==> src/verilog/bcp_regs.svh <==
/*
  Named offsets, field positions, reset values and timing counts of the
  buck cycle protection control block.
  Assumes a 20 MHz block clock; included by bare name.
*/
`ifndef BCP_REGS_SVH
`define BCP_REGS_SVH

// ============================================================
// Register map
`define BCP_OFS_VSEL1 8'h00
`define BCP_OFS_VSEL2 8'h01
`define BCP_OFS_CTRL 8'h02
`define BCP_VSEL_RST 8'h00
`define BCP_RDATA_RST 8'h00
`define BCP_CTRL_APPLY 0
`define BCP_CTRL_SYNC 1
`define BCP_CTRL_LOCK 2
`define BCP_CTRL_THERM 3
`define BCP_CTRL_HIC_LO 4

// ============================================================
// Timing
`define BCP_CLK_MHZ 20
`define BCP_SYNC_MIN_NS 625
`define BCP_SYNC_MAX_NS 5000
`define BCP_FALLBACK_NS 10000
`define BCP_NS2CYC_UP(ns) ((((ns) * `BCP_CLK_MHZ) + 999) / 1000)
`define BCP_NS2CYC_DN(ns) (((ns) * `BCP_CLK_MHZ) / 1000)
`define BCP_SYNC_MIN_CYC `BCP_NS2CYC_UP(`BCP_SYNC_MIN_NS)
`define BCP_SYNC_MAX_CYC `BCP_NS2CYC_DN(`BCP_SYNC_MAX_NS)
`define BCP_FALLBACK_CYC `BCP_NS2CYC_DN(`BCP_FALLBACK_NS)
`define BCP_OVERLOAD_CYCLES 512
`define BCP_HICCUP_CYCLES 16384

`endif

==> src/verilog/bcp_pkg.sv <==
/*
  Types shared by the buck cycle protection control block.
  Assumes nothing of its surroundings.
*/
`default_nettype none

package bcp_pkg;
  typedef enum logic [1:0] {FREQ_RESISTOR, FREQ_SYNC, FREQ_FALLBACK} bcp_freq_e;
  typedef enum logic {PROT_RUN, PROT_HICCUP} bcp_prot_e;
  typedef enum logic [1:0] {THERM_OK, THERM_HOT, THERM_WAIT} bcp_therm_e;
endpackage

`default_nettype wire

==> src/verilog/bcp_control.sv <==
/*
  Cycle level switch control and protection sequencer for two buck channels.
  Assumes comparator inputs already synchronous to the 20 MHz clock and a
  serial interface front end that issues one-cycle register strobes.
*/
// Contract
// - Lock to sync clock 200 to 1600 kHz.
// - Sync cycle starts on clock falling edge.
// - Resistor mode until external clock seen.
// - First high level enters sync, releases pin.
// - Soft-start below reference sets the reference.
// - One voltage code register per channel.
// - Apply bit swaps external for internal divider.
// - Second channel starts half a period later.
// - Overvoltage holds high side off.
// - Boot undervoltage forces recharge via low side.
// - Peak current ends the high side pulse.
// - Source limit at cycle end skips pulse.
// - Sink limit turns both off till next cycle.
// - 512 overload cycles shut down, 16384 hiccup.
// - Overtemperature stops; restart 16384 cycles after clear.
`default_nettype none
`include "bcp_regs.svh"

module bcp_control (
  input  wire logic       clock,
  input  wire logic       rst_b,
  input  wire logic       freqSetIn,
  input  wire logic [7:0] resPeriod,
  input  wire logic [1:0] ssBelowRef,
  input  wire logic [1:0] ovpFlag,
  input  wire logic [1:0] bootUvFlag,
  input  wire logic [1:0] peakCurFlag,
  input  wire logic [1:0] lsSourceLimit,
  input  wire logic [1:0] lsSinkLimit,
  input  wire logic [1:0] overloadFlag,
  input  wire logic       thermHot,
  input  wire logic       regWrite,
  input  wire logic       regRead,
  input  wire logic [7:0] regAddr,
  input  wire logic [7:0] regWdata,
  output logic      [7:0] regRdata,
  output logic      [7:0] voltageCode1,
  output logic      [7:0] voltageCode2,
  output logic      [1:0] useInternalDivider,
  output logic      [1:0] refSoftStart,
  output logic      [1:0] hsOn,
  output logic      [1:0] lsOn,
  output logic      [1:0] hiccupActive,
  output logic            syncMode,
  output logic            syncLocked,
  output logic            freqSetRelease,
  output logic            thermStop
);
  localparam logic [7:0]  SyncMinCyc = 8'(`BCP_SYNC_MIN_CYC);
  localparam logic [7:0]  SyncMaxCyc = 8'(`BCP_SYNC_MAX_CYC);
  localparam logic [7:0]  FallbackCyc = 8'(`BCP_FALLBACK_CYC);
  localparam logic [13:0] HiccupLast = 14'(`BCP_HICCUP_CYCLES - 1);
  localparam logic [9:0]  OverloadLast = 10'(`BCP_OVERLOAD_CYCLES - 1);

  // ============================================================
  // Switching clock: resistor oscillator or external sync
  bcp_pkg::bcp_freq_e freqMode;
  bcp_pkg::bcp_freq_e next_freqMode;
  logic [7:0] phaseCnt;
  logic [7:0] periodLen;
  logic       fsPrev;
  logic       locked;
  logic [7:0] next_phaseCnt;
  logic [7:0] next_periodLen;
  logic       next_locked;
  logic       fsFall;
  logic       start1;
  logic       start2;
  logic [1:0] cycStart;

  always_comb begin
    next_freqMode = freqMode;
    start1 = 1'b0;
    fsFall = fsPrev && !freqSetIn;
    case (freqMode)
      bcp_pkg::FREQ_RESISTOR: begin
        if (freqSetIn) begin
          next_freqMode = bcp_pkg::FREQ_SYNC;
        end else if (phaseCnt + 8'h01 >= resPeriod) begin
          start1 = 1'b1;
        end
      end
      bcp_pkg::FREQ_SYNC: begin
        if (fsFall) begin
          start1 = 1'b1;
        end else if (phaseCnt == FallbackCyc - 8'h01) begin
          // Clock lost: run one slow cycle before the resistor takes over.
          start1 = 1'b1;
          next_freqMode = bcp_pkg::FREQ_FALLBACK;
        end
      end
      bcp_pkg::FREQ_FALLBACK: begin
        if (freqSetIn) begin
          next_freqMode = bcp_pkg::FREQ_SYNC;
        end else if (phaseCnt == FallbackCyc - 8'h01) begin
          start1 = 1'b1;
          next_freqMode = bcp_pkg::FREQ_RESISTOR;
        end
      end
      default: next_freqMode = bcp_pkg::FREQ_RESISTOR;
    endcase
    next_phaseCnt = phaseCnt;
    next_periodLen = periodLen;
    next_locked = locked;
    if (start1) begin
      next_phaseCnt = 8'h00;
      next_periodLen = phaseCnt + 8'h01;
      next_locked = (freqMode == bcp_pkg::FREQ_SYNC) && fsFall
                    && phaseCnt + 8'h01 >= SyncMinCyc
                    && phaseCnt + 8'h01 <= SyncMaxCyc;
    end else if (phaseCnt != 8'hFF) begin
      next_phaseCnt = phaseCnt + 8'h01;
    end
    if (next_freqMode != bcp_pkg::FREQ_SYNC) begin
      next_locked = 1'b0;
    end
    // The second channel runs off the period just measured.
    // The count reads zero one cycle after a start, hence one less than half.
    start2 = !start1 && phaseCnt == {1'b0, periodLen[7:1]} - 8'h01;
    cycStart = {start2, start1};
  end

  always_ff @(posedge clock or negedge rst_b) begin
    if (!rst_b) begin
      freqMode <= bcp_pkg::FREQ_RESISTOR;
      phaseCnt <= 8'h00;
      periodLen <= FallbackCyc;
      fsPrev <= 1'b0;
      locked <= 1'b0;
    end else begin
      freqMode <= next_freqMode;
      phaseCnt <= next_phaseCnt;
      periodLen <= next_periodLen;
      fsPrev <= freqSetIn;
      locked <= next_locked;
    end
  end

  assign syncMode = freqMode == bcp_pkg::FREQ_SYNC;
  assign syncLocked = locked;
  assign freqSetRelease = freqMode != bcp_pkg::FREQ_RESISTOR;

  // ============================================================
  // Thermal shutdown and restart timer
  bcp_pkg::bcp_therm_e thermState;
  bcp_pkg::bcp_therm_e next_thermState;
  logic [13:0] thermCnt;
  logic [13:0] next_thermCnt;

  always_comb begin
    next_thermState = thermState;
    next_thermCnt = thermCnt;
    case (thermState)
      bcp_pkg::THERM_OK: begin
        if (thermHot) begin
          next_thermState = bcp_pkg::THERM_HOT;
        end
      end
      bcp_pkg::THERM_HOT: begin
        if (!thermHot) begin
          next_thermState = bcp_pkg::THERM_WAIT;
          next_thermCnt = 14'h0000;
        end
      end
      bcp_pkg::THERM_WAIT: begin
        if (thermHot) begin
          next_thermState = bcp_pkg::THERM_HOT;
        end else if (start1 && thermCnt == HiccupLast) begin
          next_thermState = bcp_pkg::THERM_OK;
        end else if (start1) begin
          next_thermCnt = thermCnt + 14'h0001;
        end
      end
      default: next_thermState = bcp_pkg::THERM_HOT;
    endcase
  end

  always_ff @(posedge clock or negedge rst_b) begin
    if (!rst_b) begin
      thermState <= bcp_pkg::THERM_OK;
      thermCnt <= 14'h0000;
    end else begin
      thermState <= next_thermState;
      thermCnt <= next_thermCnt;
    end
  end

  assign thermStop = thermState != bcp_pkg::THERM_OK;

  // ============================================================
  // Soft-start reference select
  logic [1:0] ssRef;

  always_ff @(posedge clock or negedge rst_b) begin
    if (!rst_b) begin
      ssRef <= 2'h3;
    end else begin
      ssRef <= ssBelowRef;
    end
  end

  assign refSoftStart = ssRef;

  for (genvar ch = 0; ch < 2; ch++) begin : gChan
    bcp_pkg::bcp_prot_e protState;
    bcp_pkg::bcp_prot_e next_protState;
    logic [9:0]  olCnt;
    logic [13:0] hicCnt;
    logic        hs;
    logic        ls;
    logic [9:0]  next_olCnt;
    logic [13:0] next_hicCnt;
    logic        next_hs;
    logic        next_ls;
    logic        run;

    always_comb begin
      next_protState = protState;
      next_olCnt = olCnt;
      next_hicCnt = hicCnt;
      run = protState == bcp_pkg::PROT_RUN && !thermStop;
      case (protState)
        bcp_pkg::PROT_RUN: begin
          if (!overloadFlag[ch]) begin
            next_olCnt = 10'h000;
          end else if (cycStart[ch] && olCnt == OverloadLast) begin
            next_protState = bcp_pkg::PROT_HICCUP;
            next_hicCnt = 14'h0000;
          end else if (cycStart[ch]) begin
            next_olCnt = olCnt + 10'h001;
          end
        end
        bcp_pkg::PROT_HICCUP: begin
          if (cycStart[ch] && hicCnt == HiccupLast) begin
            next_protState = bcp_pkg::PROT_RUN;
            next_olCnt = 10'h000;
          end else if (cycStart[ch]) begin
            next_hicCnt = hicCnt + 14'h0001;
          end
        end
        default: next_protState = bcp_pkg::PROT_HICCUP;
      endcase
      next_hs = hs;
      next_ls = ls;
      if (!run) begin
        next_hs = 1'b0;
        next_ls = 1'b0;
      end else if (cycStart[ch]) begin
        // A pulse that never tripped simply continues: full duty is allowed.
        if (lsSourceLimit[ch] || bootUvFlag[ch] || ovpFlag[ch]) begin
          next_hs = 1'b0;
          next_ls = 1'b1;
        end else begin
          next_hs = 1'b1;
          next_ls = 1'b0;
        end
      end else if (hs && (peakCurFlag[ch] || bootUvFlag[ch] || ovpFlag[ch])) begin
        next_hs = 1'b0;
        next_ls = 1'b1;
      end else if (ls && lsSinkLimit[ch]) begin
        next_ls = 1'b0;
      end
    end

    always_ff @(posedge clock or negedge rst_b) begin
      if (!rst_b) begin
        protState <= bcp_pkg::PROT_RUN;
        olCnt <= 10'h000;
        hicCnt <= 14'h0000;
        hs <= 1'b0;
        ls <= 1'b0;
      end else begin
        protState <= next_protState;
        olCnt <= next_olCnt;
        hicCnt <= next_hicCnt;
        hs <= next_hs;
        ls <= next_ls;
      end
    end

    assign hsOn[ch] = hs;
    assign lsOn[ch] = ls;
    assign hiccupActive[ch] = protState == bcp_pkg::PROT_HICCUP;

  end

  // ============================================================
  // Register file
  bcp_vsel_regs uRegs (
    .clock              (clock),
    .rst_b              (rst_b),
    .regWrite           (regWrite),
    .regRead            (regRead),
    .regAddr            (regAddr),
    .regWdata           (regWdata),
    .statusBits         ({hiccupActive, thermStop, syncLocked, syncMode}),
    .regRdata           (regRdata),
    .voltageCode1       (voltageCode1),
    .voltageCode2       (voltageCode2),
    .useInternalDivider (useInternalDivider)
  );
endmodule

`default_nettype wire

==> src/verilog/bcp_vsel_regs.sv <==
/*
  Voltage code registers of both channels and the apply control register.
  Assumes single-cycle write and read strobes from the serial interface logic.
*/
`default_nettype none
`include "bcp_regs.svh"

module bcp_vsel_regs (
  input  wire logic       clock,
  input  wire logic       rst_b,
  input  wire logic       regWrite,
  input  wire logic       regRead,
  input  wire logic [7:0] regAddr,
  input  wire logic [7:0] regWdata,
  input  wire logic [4:0] statusBits,
  output logic      [7:0] regRdata,
  output logic      [7:0] voltageCode1,
  output logic      [7:0] voltageCode2,
  output logic      [1:0] useInternalDivider
);
  logic [7:0] vsel1;
  logic [7:0] vsel2;
  logic [1:0] codeChosen;
  logic       apply;
  logic [1:0] internalDiv;
  logic [7:0] rdata;
  logic [7:0] next_vsel1;
  logic [7:0] next_vsel2;
  logic [1:0] next_codeChosen;
  logic       next_apply;
  logic [1:0] next_internalDiv;
  logic [7:0] next_rdata;

  // ============================================================
  // Write and read decode
  always_comb begin
    next_vsel1 = vsel1;
    next_vsel2 = vsel2;
    next_codeChosen = codeChosen;
    next_apply = apply;
    next_rdata = rdata;
    if (regWrite && regAddr == `BCP_OFS_VSEL1) begin
      next_vsel1 = regWdata;
      next_codeChosen[0] = 1'b1;
    end
    if (regWrite && regAddr == `BCP_OFS_VSEL2) begin
      next_vsel2 = regWdata;
      next_codeChosen[1] = 1'b1;
    end
    if (regWrite && regAddr == `BCP_OFS_CTRL && regWdata[`BCP_CTRL_APPLY]) begin
      next_apply = 1'b1;
    end
    // Once switched, a channel stays on the internal divider until reset.
    next_internalDiv = internalDiv | ({2{apply}} & codeChosen);
    if (regRead) begin
      case (regAddr)
        `BCP_OFS_VSEL1: next_rdata = vsel1;
        `BCP_OFS_VSEL2: next_rdata = vsel2;
        `BCP_OFS_CTRL:  next_rdata = {2'h0, statusBits, apply};
        default:        next_rdata = `BCP_RDATA_RST;
      endcase
    end
  end

  always_ff @(posedge clock or negedge rst_b) begin
    if (!rst_b) begin
      vsel1 <= `BCP_VSEL_RST;
      vsel2 <= `BCP_VSEL_RST;
      codeChosen <= 2'h0;
      apply <= 1'b0;
      internalDiv <= 2'h0;
      rdata <= `BCP_RDATA_RST;
    end else begin
      vsel1 <= next_vsel1;
      vsel2 <= next_vsel2;
      codeChosen <= next_codeChosen;
      apply <= next_apply;
      internalDiv <= next_internalDiv;
      rdata <= next_rdata;
    end
  end

  assign regRdata = rdata;
  assign voltageCode1 = vsel1;
  assign voltageCode2 = vsel2;
  assign useInternalDivider = internalDiv;
endmodule

`default_nettype wire

==> config.mk <==
export PLATFORM = sky130hd
export DESIGN_NAME = bcp_control
export DESIGN_NICKNAME = d
export VERILOG_FILES = /design/src/verilog/bcp_pkg.sv /design/src/verilog/bcp_control.sv /design/src/verilog/bcp_vsel_regs.sv
export VERILOG_INCLUDE_DIRS = /design/src /design/src/verilog
export SDC_FILE = /design/constraint.sdc
export NUM_CORES = 1
export LEC_CHECK = 0
export BUFFER_PORTS_ARGS = -buffer_cell sky130_fd_sc_hd__clkbuf_2
export CORE_AREA = 2 2 117 119
export DETAILED_ROUTE_END_ITERATION = 10
export DIE_AREA = 0 0 119 121
export PLACE_DENSITY = 0.83
export SLEW_MARGIN = 20
export SYNTH_ARGS = -nofsm -noshare
export SYNTH_HDL_FRONTEND = slang
export SYNTH_SLANG_ARGS = --single-unit
==> constraint.sdc <==
create_clock -name clock -period 3 [get_ports clock]
set_input_delay 0.6 -clock clock [delete_from_list [all_inputs] [get_ports clock]]
set_output_delay 0.6 -clock clock [all_outputs]
set_load 0.01 [all_outputs]
==> impl_metrics.csv, run 1 <==
group,metric,value,unit
placement,io_buffers,81,
power,p_leak,3.76,nW
setup_path,cp.required,3.36,ns
power,vdd_drop_max,458,uV
setup_path,critPathTopFamily,"compound AO/OA/AOI/OAI gates",
grt,antenna_found_initial,0,
routing,drt_iter0_markers,479,
clocking,cts_hold_buf,0,
placement,place.gp.congestion,0.855,
yosys,synth_top_cell_by_area,"dfrtp_1",
yosys,synth.distinct_cells,68,
placement,dp_slack,-0.0696,ns
placement,postPlaceCellArea,7610,um2
clocking,htree_num_levels,4,
finish,fin_nets,904,
finish,drive_gt1_share,27.0,%
setup_path,cp_slowest_stage_delay,0.45,ns
finish,final_cells,1032,
placement,dp_hpwl,10900,um
yosys,synthAdderAreaFrac,3.13,%
sta,setup_violations,0,
yosys,ys_ff_latch,120,
sta,drv_slew,0,
grt,grt_start_max_net_pins,50,
floorplan,ios,82,
yosys,syn_nets,798,
setup_path,path_buf_inv,3,
floorplan,die_area,14400,um2
sta,skew,0.00895,ns
finish,diodes,0,
routing,drc,0,
setup_path,crit_path_end_kind,"flip-flop",
floorplan,start_util,52.0,%
clocking,cts.sinks,120,
sta,worst_slew_pin_slew,0.689,ns
finish,final_common_cell,"dfrtp_1",
clocking,clk_pin_slew_worst_paths,0.06,ns
finish,fillers,1024,
routing,ant_nets,0,
clocking,insertion_delay,0.43,ns
finish,area_growth,22.8,%
clocking,cts_tree,"built",
setup_path,slowest_stage,"dfrtp_2",
setup_path,crit_type,"reg -> reg",
setup_path,path_cells,"ha_4 > xnor2_2 > inv_1 > ha_1 > a31oi_1 > nor2b_1 > o311ai_4 > and3_4 > buf_4 > o2111ai_4 > buf_6 > o21ai_2 > a22o_1",
yosys,synth_compound_area_share,19.2,%
clocking,clockRootBuffer,"clkbuf_16",
routing,vias,6034,
routing,routedWlPerCell,15.8,um
grt,gr-total-overflow,0,
yosys,synth-xor-area-share,1.93,%
routing,viasPerCell,5.85,
yosys,async_reset_ff_share,100,%
routing,drtPass1Iterations,7,
clocking,cts_made_buffers,17,
yosys,avgSynthCellArea,9.23,um2
yosys,synth_top_family_by_area,"simple AND/OR/NAND/NOR gates",
sta,fin_crit_sh,96.2,%
flow_run,max_cap_viol_count,0,
sta,fmax,347,MHz
sta,finalWorstSetupSlack,0.115,ns
sta,max_slew_margin,54.0,%
floorplan,die_x,119,um
placement,dp_cells,997,
finish,fin_area,8360,um2
power,power_density,592,nW/um2
yosys,synthTopCellsByArea,"dfrtp_1 42%, nand2_1 4.5%, o21ai_0 3.5%, mux2_2 3.3%, ha_1 3.1%",
sta,min_period,2.88,ns
floorplan,fp-row-count,42,
floorplan,core_area,13100,um2
floorplan,fp.dieH,121,um
setup_path,start_kind,"flip-flop",
yosys,ys_seq_area_share,44.2,%
yosys,syn_area,6810,um2
yosys,syn_inst,737,
worst_hold_path,hold_path.class,"in -> async",
setup_path,crit_arrival,3.24,ns
yosys,synth_warnings,0,
yosys,synth-simple-area-share,21.2,%
routing,wirelength,16300,um
yosys,synth-edff-count,0,
clocking,clock_path_buffers,2,
grt,grt_pass1_wl,26400,um
sta,hold_viol,0,
yosys,synth_top_area_share,42.3,%
finish,most-common-layout-cells,"112 x dfrtp_1, 80 x clkbuf_2, 79 x nand2_1",
finish,multi_input_area,3560,um2
yosys,synth-main-ff-cell,"dfrtp_1",
finish,register_area,3010,um2
yosys,synthMuxAreaShare,4.95,%
grt,grtUsageTotal,23.0,%
grt,grt_pass1_vias,5606,
status,status,"completed",
setup_path,worstPathMaxFanout,5,
-- power breakdown --
part | switching (W) | internal (W) | total (W)
logic | 0.000524 | 0.000475 | 0.000999
registers | 0.000138 | 0.00174 | 0.00188
clock network | 0.000822 | 0.00124 | 0.00206
total | 0.00148 | 0.00346 | 0.00494
-- synthesized netlist by cell type (all sizes together) (16+ instances only) --
| cell type | instances |
|---|---|
| inv | 43 |
| a31oi | 19 |
| clkbuf | 21 |
| nand2 | 81 |
| o21ai | 50 |
| dfrtp | 115 |
| nor2 | 41 |
| mux2 | 21 |
| nand4 | 16 |
| ha | 17 |
| a21oi | 32 |
| buf | 21 |
| nand3 | 38 |
-- cell type report --
cell class                      instances  area share [%]
Tap cell                              176            2.63
Inverter                               43            1.93
Multi-Input combinational cell        532            42.5
Timing Repair Buffer                  129            9.75
Clock inverter                         15            2.01
Sequential cell                       120            36.0
Clock buffer                           17            5.09
-- logic make-up after synthesis --
family | count (synthesis)
simple gates | 279
compound gates | 190
flops | 120
buf+inv | 85
mux | 31
fa+ha+maj | 17
xor+xnor | 15
-- sequential cells by signal (all words and copies together) (netlist names), 7 cells and up --
signal              flops
uRegs.regRdata          8
gChan.hicCnt           28
gChan.olCnt            20
periodLen               7
thermCnt               14
phaseCnt                8
uRegs.voltageCode1      8
uRegs.voltageCode2      8
-- per-layer routing --
metal / part of all wire (%) / track usage [%]
met4: 2.0 / 9.67
met1: 44 / 29.0
met2: 49 / 37.9
met3: 4.7 / 5.55
met5: 0 / 0
-- stage by stage --
| stage | util, % | hold WS (ns) | total power [W] | setup TNS, ns |
|---|---|---|---|---|
| after detailed placement | 58.2 | 0.449 | 0.00280 | -0.501 |
| after global placement | 58.2 | 0.442 | 0.00278 | 0 |
| after global routing | 63.9 | 0.240 | 0.00515 | -0.280 |
| final | 63.9 | 0.199 | 0.00494 | 0 |
| after floorplan | - | 0.304 | 0.00247 | 0 |
| after CTS | 62.9 | 0.237 | 0.00489 | 0 |
-- worst paths after layout --
check                                             from                           to  slack, ns  cells past startpoint
min in group clock                       ssBelowRef[1]              refSoftStart[1]       0.25                      1
max in group asynchronous                        rst_b                 periodLen[7]       2.09                      2
max                                        phaseCnt[1]          gChan[1].hicCnt[13]       0.12                     13
min reg2reg                uRegs.useInternalDivider[0]  uRegs.useInternalDivider[0]       0.47                      1
min                                              rst_b            gChan[1].olCnt[5]       0.20                      1
max reg2reg                                phaseCnt[1]          gChan[1].hicCnt[13]       0.12                     13
-- timing repair --
action,in CTS,in global routing
cloned,0,1
buffers inserted,2,0
pin swaps,1,6
setup endpoints to repair,25,64
gates resized for setup,6,31
Power figures use the tool's default switching activity.
==> run 2, diff against run 1 <==
--- a/config.mk
+++ b/config.mk
@@ -6,11 +6,12 @@
 export SDC_FILE = /design/constraint.sdc
 export NUM_CORES = 1
 export LEC_CHECK = 0
+export ABC_AREA = 1
 export BUFFER_PORTS_ARGS = -buffer_cell sky130_fd_sc_hd__clkbuf_2
-export CORE_AREA = 2 2 117 119
+export CORE_AREA = 2 2 118 120
 export DETAILED_ROUTE_END_ITERATION = 10
-export DIE_AREA = 0 0 119 121
-export PLACE_DENSITY = 0.83
+export DIE_AREA = 0 0 120 122
+export PLACE_DENSITY = 0.84
 export SLEW_MARGIN = 20
 export SYNTH_ARGS = -nofsm -noshare
 export SYNTH_HDL_FRONTEND = slang
==> run 2 against run 1 <==
Non-clock buffer count decreased by 14. Total power increased by 0.24%. Combinational power is 5% higher. Worst hold slack got worse by 0.0012 ns. Design area rose by 3.1%. Flip-flop and latch count unchanged. Area after synthesis increased by 2.8%. Largest power group unchanged.
==> impl_metrics.csv, run 2 <==
group,metric,value,unit
clocking,htree_num_levels,4,
yosys,ys_ff_latch,120,
grt,gr-total-overflow,0,
yosys,avgSynthCellArea,7.26,um2
placement,dp_slack,0.0460,ns
clocking,cts_made_buffers,17,
yosys,async_reset_ff_share,100,%
setup_path,start_kind,"flip-flop",
yosys,synth-edff-count,0,
clocking,clockRootBuffer,"clkbuf_16",
sta,fin_crit_sh,97.4,%
yosys,synth_compound_area_share,8.66,%
yosys,synth_common_cells,"305 x nand2_1, 115 x dfrtp_1, 104 x nor2_1, 95 x inv_1, 79 x nand3_1",
sta,finalWorstSetupSlack,0.0783,ns
finish,max_flop_register,"gChan.hicCnt",
finish,diodes,0,
grt,grt_start_max_net_pins,50,
grt,antenna_found_initial,0,
placement,dp_cells,1224,
placement,place.gp.congestion,0.848,
yosys,syn_inst,963,
sta,fmax,342,MHz
floorplan,die_x,120,um
sta,setup_violations,0,
routing,vias,6784,
yosys,synth-simple-area-share,34.6,%
power,p_leak,4.32,nW
finish,final_cells,1266,
setup_path,crit_type,"reg -> reg",
yosys,yosysMostFrequentCell,"nand2_1",
yosys,syn_nets,1024,
grt,grtUsageTotal,22.9,%
floorplan,die_area,14600,um2
setup_path,crit_arrival,3.24,ns
setup_path,worstPathMaxFanout,7,
setup_path,ff2ff_setup_slack,0.08,ns
status,status,"completed",
clocking,clk_pin_slew_worst_paths,0.06,ns
yosys,synth_top_cell_by_area,"dfrtp_1",
finish,fillers,1042,
sta,fin_hold_ws,0.198,ns
yosys,synth-main-ff-cell,"dfrtp_1",
yosys,synthAdderAreaFrac,3.04,%
sta,min_period,2.92,ns
placement,postPlaceCellArea,7690,um2
routing,wirelength,17200,um
power,power,0.00496,W
yosys,synth_warnings,0,
sta,worst_slew_pin_slew,0.644,ns
finish,fin_nets,1134,
sta,skew,0.00752,ns
grt,grt_pass1_vias,6041,
clocking,cts.sinks,120,
routing,drt_iter0_markers,654,
yosys,ys_seq_area_share,43.0,%
placement,io_buffers,81,
floorplan,start_util,51.8,%
yosys,synth-xor-area-share,2.75,%
routing,viasPerCell,5.36,
routing,drc,0,
sta,rsz0062_at_grt,"true",
clocking,cts_tree,"built",
finish,final_common_cell,"nand2_1",
clocking,clock_path_buffers,2,
routing,ant_nets,0,
yosys,synthTopCellsByArea,"dfrtp_1 41%, nand2_1 16%, nand3_1 5.7%, nor2_1 5.6%, inv_1 5.1%",
setup_path,cp.required,3.32,ns
worst_hold_path,hold_path.class,"in -> async",
setup_path,r2r-start,"phaseCnt[1]",
floorplan,fp.dieH,122,um
setup_path,reg2reg_to,"gChan[1].hicCnt[7]",
finish,drive_gt1_share,19.0,%
setup_path,crit_path_end,"gChan[1].hicCnt[7]",
sta,drv_slew,0,
finish,most-common-layout-cells,"302 x nand2_1, 114 x dfrtp_1, 101 x nor2_1",
finish,area_growth,23.2,%
routing,drtPass1Iterations,7,
finish,fin_area,8610,um2
yosys,syn_area,6990,um2
yosys,synth_top_area_share,41.1,%
setup_path,reg2regPathDepth,18,
setup_path,cp-startpoint,"phaseCnt[1]",
sta,hold_viol,0,
yosys,synth.distinct_cells,46,
setup_path,crit_path_end_kind,"flip-flop",
yosys,synth_top_family_by_area,"simple AND/OR/NAND/NOR gates",
clocking,insertion_delay,0.43,ns
floorplan,ios,82,
floorplan,core_area,13500,um2
flow_run,max_cap_viol_count,0,
routing,routedWlPerCell,13.6,um
power,vdd_drop_max,439,uV
grt,grt_pass1_wl,27200,um
sta,max_slew_margin,57.1,%
yosys,synthMuxAreaShare,0,%
finish,top_regs,"gChan.hicCnt (28), gChan.olCnt (20), thermCnt (14)",
floorplan,fp-row-count,43,
placement,dp_hpwl,11200,um
finish,largest_register_ffs,28,
power,power_density,575,nW/um2
clocking,cts_hold_buf,0,
## run 2: cell type report
class | instances | area (um2) | share of cell area, %
Clock buffer | 18 | 439 | 5.10
Clock inverter | 14 | 161 | 1.87
Inverter | 108 | 408 | 4.73
Multi-Input combinational cell | 711 | 3650 | 42.4
Sequential cell | 120 | 3010 | 34.9
Tap cell | 180 | 225 | 2.61
Timing Repair Buffer | 115 | 718 | 8.34
## run 2: through the flow
| step | utilization (%) | TNS, ns |
|---|---|---|
| floorplan | - | 0 |
| global placement | 57.0 | 0 |
| detailed placement | 57.0 | 0 |
| CTS | 61.5 | 0 |
| global route | 63.8 | -2.13 |
| finish | 63.8 | 0 |
## run 2: how the worst min path moves through the flow
stage / startpoint / to / slack (ns) / depth (start not counted)
after CTS: rst_b / gChan[0].olCnt[1] / 0.23 / 1
final: rst_b / gChan[0].olCnt[5] / 0.20 / 1
after detailed placement: uRegs.codeChosen[1] / uRegs.codeChosen[1] / 0.45 / 2
after global routing: rst_b / gChan[0].olCnt[5] / 0.25 / 1
after floorplan: rst_b / freqMode[0] / 0.30 / 0
after global placement: uRegs.codeChosen[1] / uRegs.codeChosen[1] / 0.43 / 2
## run 2: where the power goes
part	switching, W	internal [W]	leakage (nW)	total, W
registers	0.000106	0.00172	1.60	0.00182
logic	0.000653	0.000396	2.42	0.00105
clock network	0.000818	0.00126	0.291	0.00208
## run 2: cell families after synthesis
family          count (synthesis)
simple gates                  561
buf+inv                       135
flops                         120
compound gates                108
xor+xnor                       22
fa+ha+maj                      17
## run 2: timing repair
action                                 CTS  global route
endpoints found under the hold margin    0             0
setup buffers                            0             6
pin swaps                                0            11
cloned                                   0             4
setup endpoints to repair                1            65
gates resized for setup                  1            43
## run 2: worst max-delay path, stage by stage (launching register included)
cell and delay, ns:
dfrtp_1 0.43, ha_2 0.21, nand2_2 0.09, nor2_4 0.13, buf_4 0.12, xor2_2 0.17, inv_1 0.08, ha_1 0.18
a21oi_1 0.17, o21a_1 0.15, nand2_2 0.08, a21oi_4 0.25, buf_6 0.15, nand4_1 0.09, buf_4 0.19, nand2_8 0.10
nand2_8 0.08, nand2_1 0.08, nand2_1 0.06
## run 2: layer usage
metal	GRT usage, %	up-vias	routed length (um)
met2	36.8	305	8030
met4	7.65	0	389
met3	4.49	45	1290
met1	31.1	3102	7530
li1	-	3332	-
met5	0	-	0
==> run 3, diff against run 2 <==
--- a/config.mk
+++ b/config.mk
@@ -8,11 +8,14 @@
 export LEC_CHECK = 0
 export ABC_AREA = 1
 export BUFFER_PORTS_ARGS = -buffer_cell sky130_fd_sc_hd__clkbuf_2
-export CORE_AREA = 2 2 118 120
+export CAP_MARGIN = 25
+export CORE_AREA = 2 2 119 121
 export DETAILED_ROUTE_END_ITERATION = 10
-export DIE_AREA = 0 0 120 122
+export DIE_AREA = 0 0 121 123
+export MAX_ROUTING_LAYER = met4
 export PLACE_DENSITY = 0.84
 export SLEW_MARGIN = 20
 export SYNTH_ARGS = -nofsm -noshare
 export SYNTH_HDL_FRONTEND = slang
+export SYNTH_HIERARCHICAL = 1
 export SYNTH_SLANG_ARGS = --single-unit
==> run 3 against run 2 <==
Sequential share of layout area down 0.11 points. Clock power decreased by 9.6%. Critical path depth unchanged. Register-to-register slack lost 0.02 ns. Synthesized cell count is the same. Clock skew is 0.0017 ns higher. Count of clock-buffer cells in the layout down 1. Worst hold slack gained 0.024 ns. Routed wire length is 0.56% higher. Critical path type unchanged. Largest power group unchanged. Highest routed layer unchanged.
==> impl_metrics.csv, run 3 <==
group,metric,value,unit
routing,vias,6692,
power,p_leak,4.26,nW
sta,fin_crit_sh,98.0,%
clocking,cts.sinks,120,
sta,finalWorstSetupSlack,0.0600,ns
placement,dp_cells,1221,
sta,max_slew_margin,53.1,%
clocking,clockRootBuffer,"clkbuf_16",
flow_run,max_cap_viol_count,0,
clocking,clock_path_buffers,2,
clocking,cts_tree,"built",
finish,final_cells,1263,
floorplan,die_x,121,um
yosys,synthTopCellsByArea,"dfrtp_1 40%, nand2_1 14%, nand3_1 6.5%, inv_1 5.3%, nor2_1 4.3%",
finish,largest_register_ffs,28,
power,p_int,0.00320,W
yosys,avgSynthCellArea,7.46,um2
grt,grtUsageTotal,24.1,%
routing,drc,0,
sta,fmax,340,MHz
floorplan,ios,82,
yosys,ys_seq_area_share,41.9,%
setup_path,crit_path_end_kind,"flip-flop",
routing,wirelength,17300,um
clocking,htree_num_levels,4,
grt,antenna_found_initial,0,
sta,hold_viol,0,
grt,gr-total-overflow,0,
sta,skew,0.00923,ns
clocking,cts_made_buffers,17,
grt,grt_pass1_wl,27900,um
setup_path,cp.required,3.30,ns
placement,dp_slack,-0.0804,ns
yosys,yosysMostFrequentCell,"nand2_1",
power,swShare,32.9,%
yosys,synth-edff-count,0,
floorplan,fp.dieH,123,um
yosys,synth_common_cells,"275 x nand2_1, 115 x dfrtp_1, 101 x inv_1, 94 x nand3_1, 83 x nor2_1",
placement,io_buffers,81,
placement,dp_hpwl,11700,um
yosys,synth-main-ff-cell,"dfrtp_1",
placement,postPlaceCellArea,7840,um2
grt,grt_start_max_net_pins,55,
power,pwr-share-clk,39.4,%
finish,max_flop_register,"gChan.hicCnt",
floorplan,core_area,13600,um2
setup_path,start_kind,"flip-flop",
power,combPwrFrac,22.8,%
routing,drtPass1Iterations,7,
sta,final.setup.tns,0,ns
clocking,cts_hold_buf,0,
routing,routedWlPerCell,13.7,um
status,status,"completed",
yosys,syn_inst,963,
setup_path,crit_arrival,3.24,ns
yosys,syn_area,7190,um2
setup_path,crit_type,"reg -> reg",
yosys,synth.distinct_cells,47,
sta,setup_violations,0,
power,power_density,551,nW/um2
sta,fin_hold_ws,0.222,ns
sta,worst_slew_pin_slew,0.704,ns
grt,grt_pass1_vias,6134,
yosys,synth_top_area_share,40.0,%
finish,fin_area,8640,um2
finish,most-common-layout-cells,"268 x nand2_1, 115 x dfrtp_1, 99 x inv_1",
floorplan,fp-row-count,43,
routing,viasPerCell,5.30,
floorplan,start_util,52.8,%
clocking,clk_pin_slew_worst_paths,0.06,ns
worst_hold_path,hold_path.class,"in -> async",
finish,top_regs,"gChan.hicCnt (28), gChan.olCnt (20), thermCnt (14)",
finish,drive_gt1_share,23.5,%
finish,final_common_cell,"nand2_1",
routing,ant_nets,0,
yosys,synth_warnings,6,
finish,area_growth,20.2,%
finish,fillers,1102,
placement,place.gp.congestion,0.885,
yosys,synth_top_cell_by_area,"dfrtp_1",
routing,drt_iter0_markers,488,
setup_path,worstPathMaxFanout,7,
power,p_sw,0.00157,W
finish,diodes,0,
sta,drv_slew,0,
power,vdd_drop_max,515,uV
finish,fin_nets,1131,
floorplan,die_area,14900,um2
clocking,insertion_delay,0.42,ns
yosys,async_reset_ff_share,100,%
yosys,ys_ff_latch,120,
sta,min_period,2.94,ns
power,power_frac_seq,37.8,%
yosys,syn_nets,1024,
## run 3: cell types whose count changed in the layout (fill, tap and decap cells not counted), sizes merged, moves of 3 or more
| cell | delta |
|---|---|
| nand3 | +16 |
| nand2 | -15 |
| nor2 | -10 |
| nor3 | +6 |
| clkinv | +5 |
| inv | +4 |
| nor3b | -4 |
| or2 | +4 |
| nand3b | -3 |
| xor2 | -3 |
## run 3: cells by family (layout without fill, tap and decap cells)
family          Yosys count  in the layout  share of synthesized area (%)
buf+inv                 140            260                           8.30
fa+ha+maj                17             17                           2.96
compound gates          106            106                           8.97
flops                   120            120                           41.9
xor+xnor                 18             18                           2.19
simple gates            562            562                           35.7
## run 3: layout make-up
type / count / area [um2] / area share (%)
Tap cell: 180 / 225 / 2.61
Timing Repair Buffer: 114 / 718 / 8.32
Clock buffer: 17 / 425 / 4.93
Clock inverter: 15 / 120 / 1.39
Sequential cell: 120 / 3010 / 34.8
Inverter: 114 / 430 / 4.98
Multi-Input combinational cell: 703 / 3710 / 42.9
## run 3: final timing paths
kind | from | endpoint | slack (ns) | cells past startpoint
max in group asynchronous | rst_b | gChan[1].hicCnt[12] | 1.97 | 2
worst max-delay path | phaseCnt[0] | thermCnt[2] | 0.06 | 18
worst min-delay path | rst_b | freqMode[1] | 0.22 | 1
min in group clock | ssBelowRef[0] | refSoftStart[0] | 0.25 | 1
worst max register to register | phaseCnt[0] | thermCnt[2] | 0.06 | 18
worst min register to register | uRegs/codeChosen[1] | uRegs/codeChosen[1] | 0.46 | 2
## run 3: stage by stage
step	power [W]	util [%]
after floorplan	0.00252	-
after global routing	0.00502	63.5
after detailed placement	0.00283	57.6
after global placement	0.00280	57.6
final	0.00476	63.5
after CTS	0.00473	61.8
## run 3: power by group through the flow
stage / logic, W / registers [W] / clock network, W
3_5_place_dp: 0.00101 / 0.00182 / 0
3_3_place_gp: 0.000986 / 0.00182 / 0
5_1_grt: 0.00122 / 0.00181 / 0.00199
6_report: 0.00108 / 0.00180 / 0.00188
4_1_cts: 0.00103 / 0.00179 / 0.00191
2_1_floorplan: 0.000699 / 0.00182 / 0
## run 3: per-layer routing
layer | wire length (um) | GRT usage, % | up-vias | share of wire [%]
met5 | 0 | - | - | 0
met1 | 7590 | 29.9 | 3088 | 44
met2 | 8380 | 39.3 | 212 | 48
li1 | - | - | 3332 | -
met3 | 889 | 4.70 | 60 | 5.1
met4 | 474 | 9.01 | 0 | 2.7
## run 3: worst max-delay path, stage by stage (launching register included)
cell       delay (ns)
dfrtp_1          0.41
nand3_2          0.14
nor2_4           0.14
nand3_2          0.11
nor2_4           0.15
xor2_2           0.21
inv_2            0.09
ha_4             0.22
nand2_1          0.06
inv_1            0.04
nor2_1           0.09
o21a_1           0.14
nand2_2          0.08
a21oi_4          0.25
buf_6            0.16
o21ai_1          0.06
nand2_2          0.20
clkbuf_16        0.18
o21ai_0          0.07
## run 3: what timing repair did
action,CTS,global route
gates resized for setup,2,40
buffers inserted,2,5
pin swaps,1,14
gates cloned,0,3
setup endpoints to repair,52,69
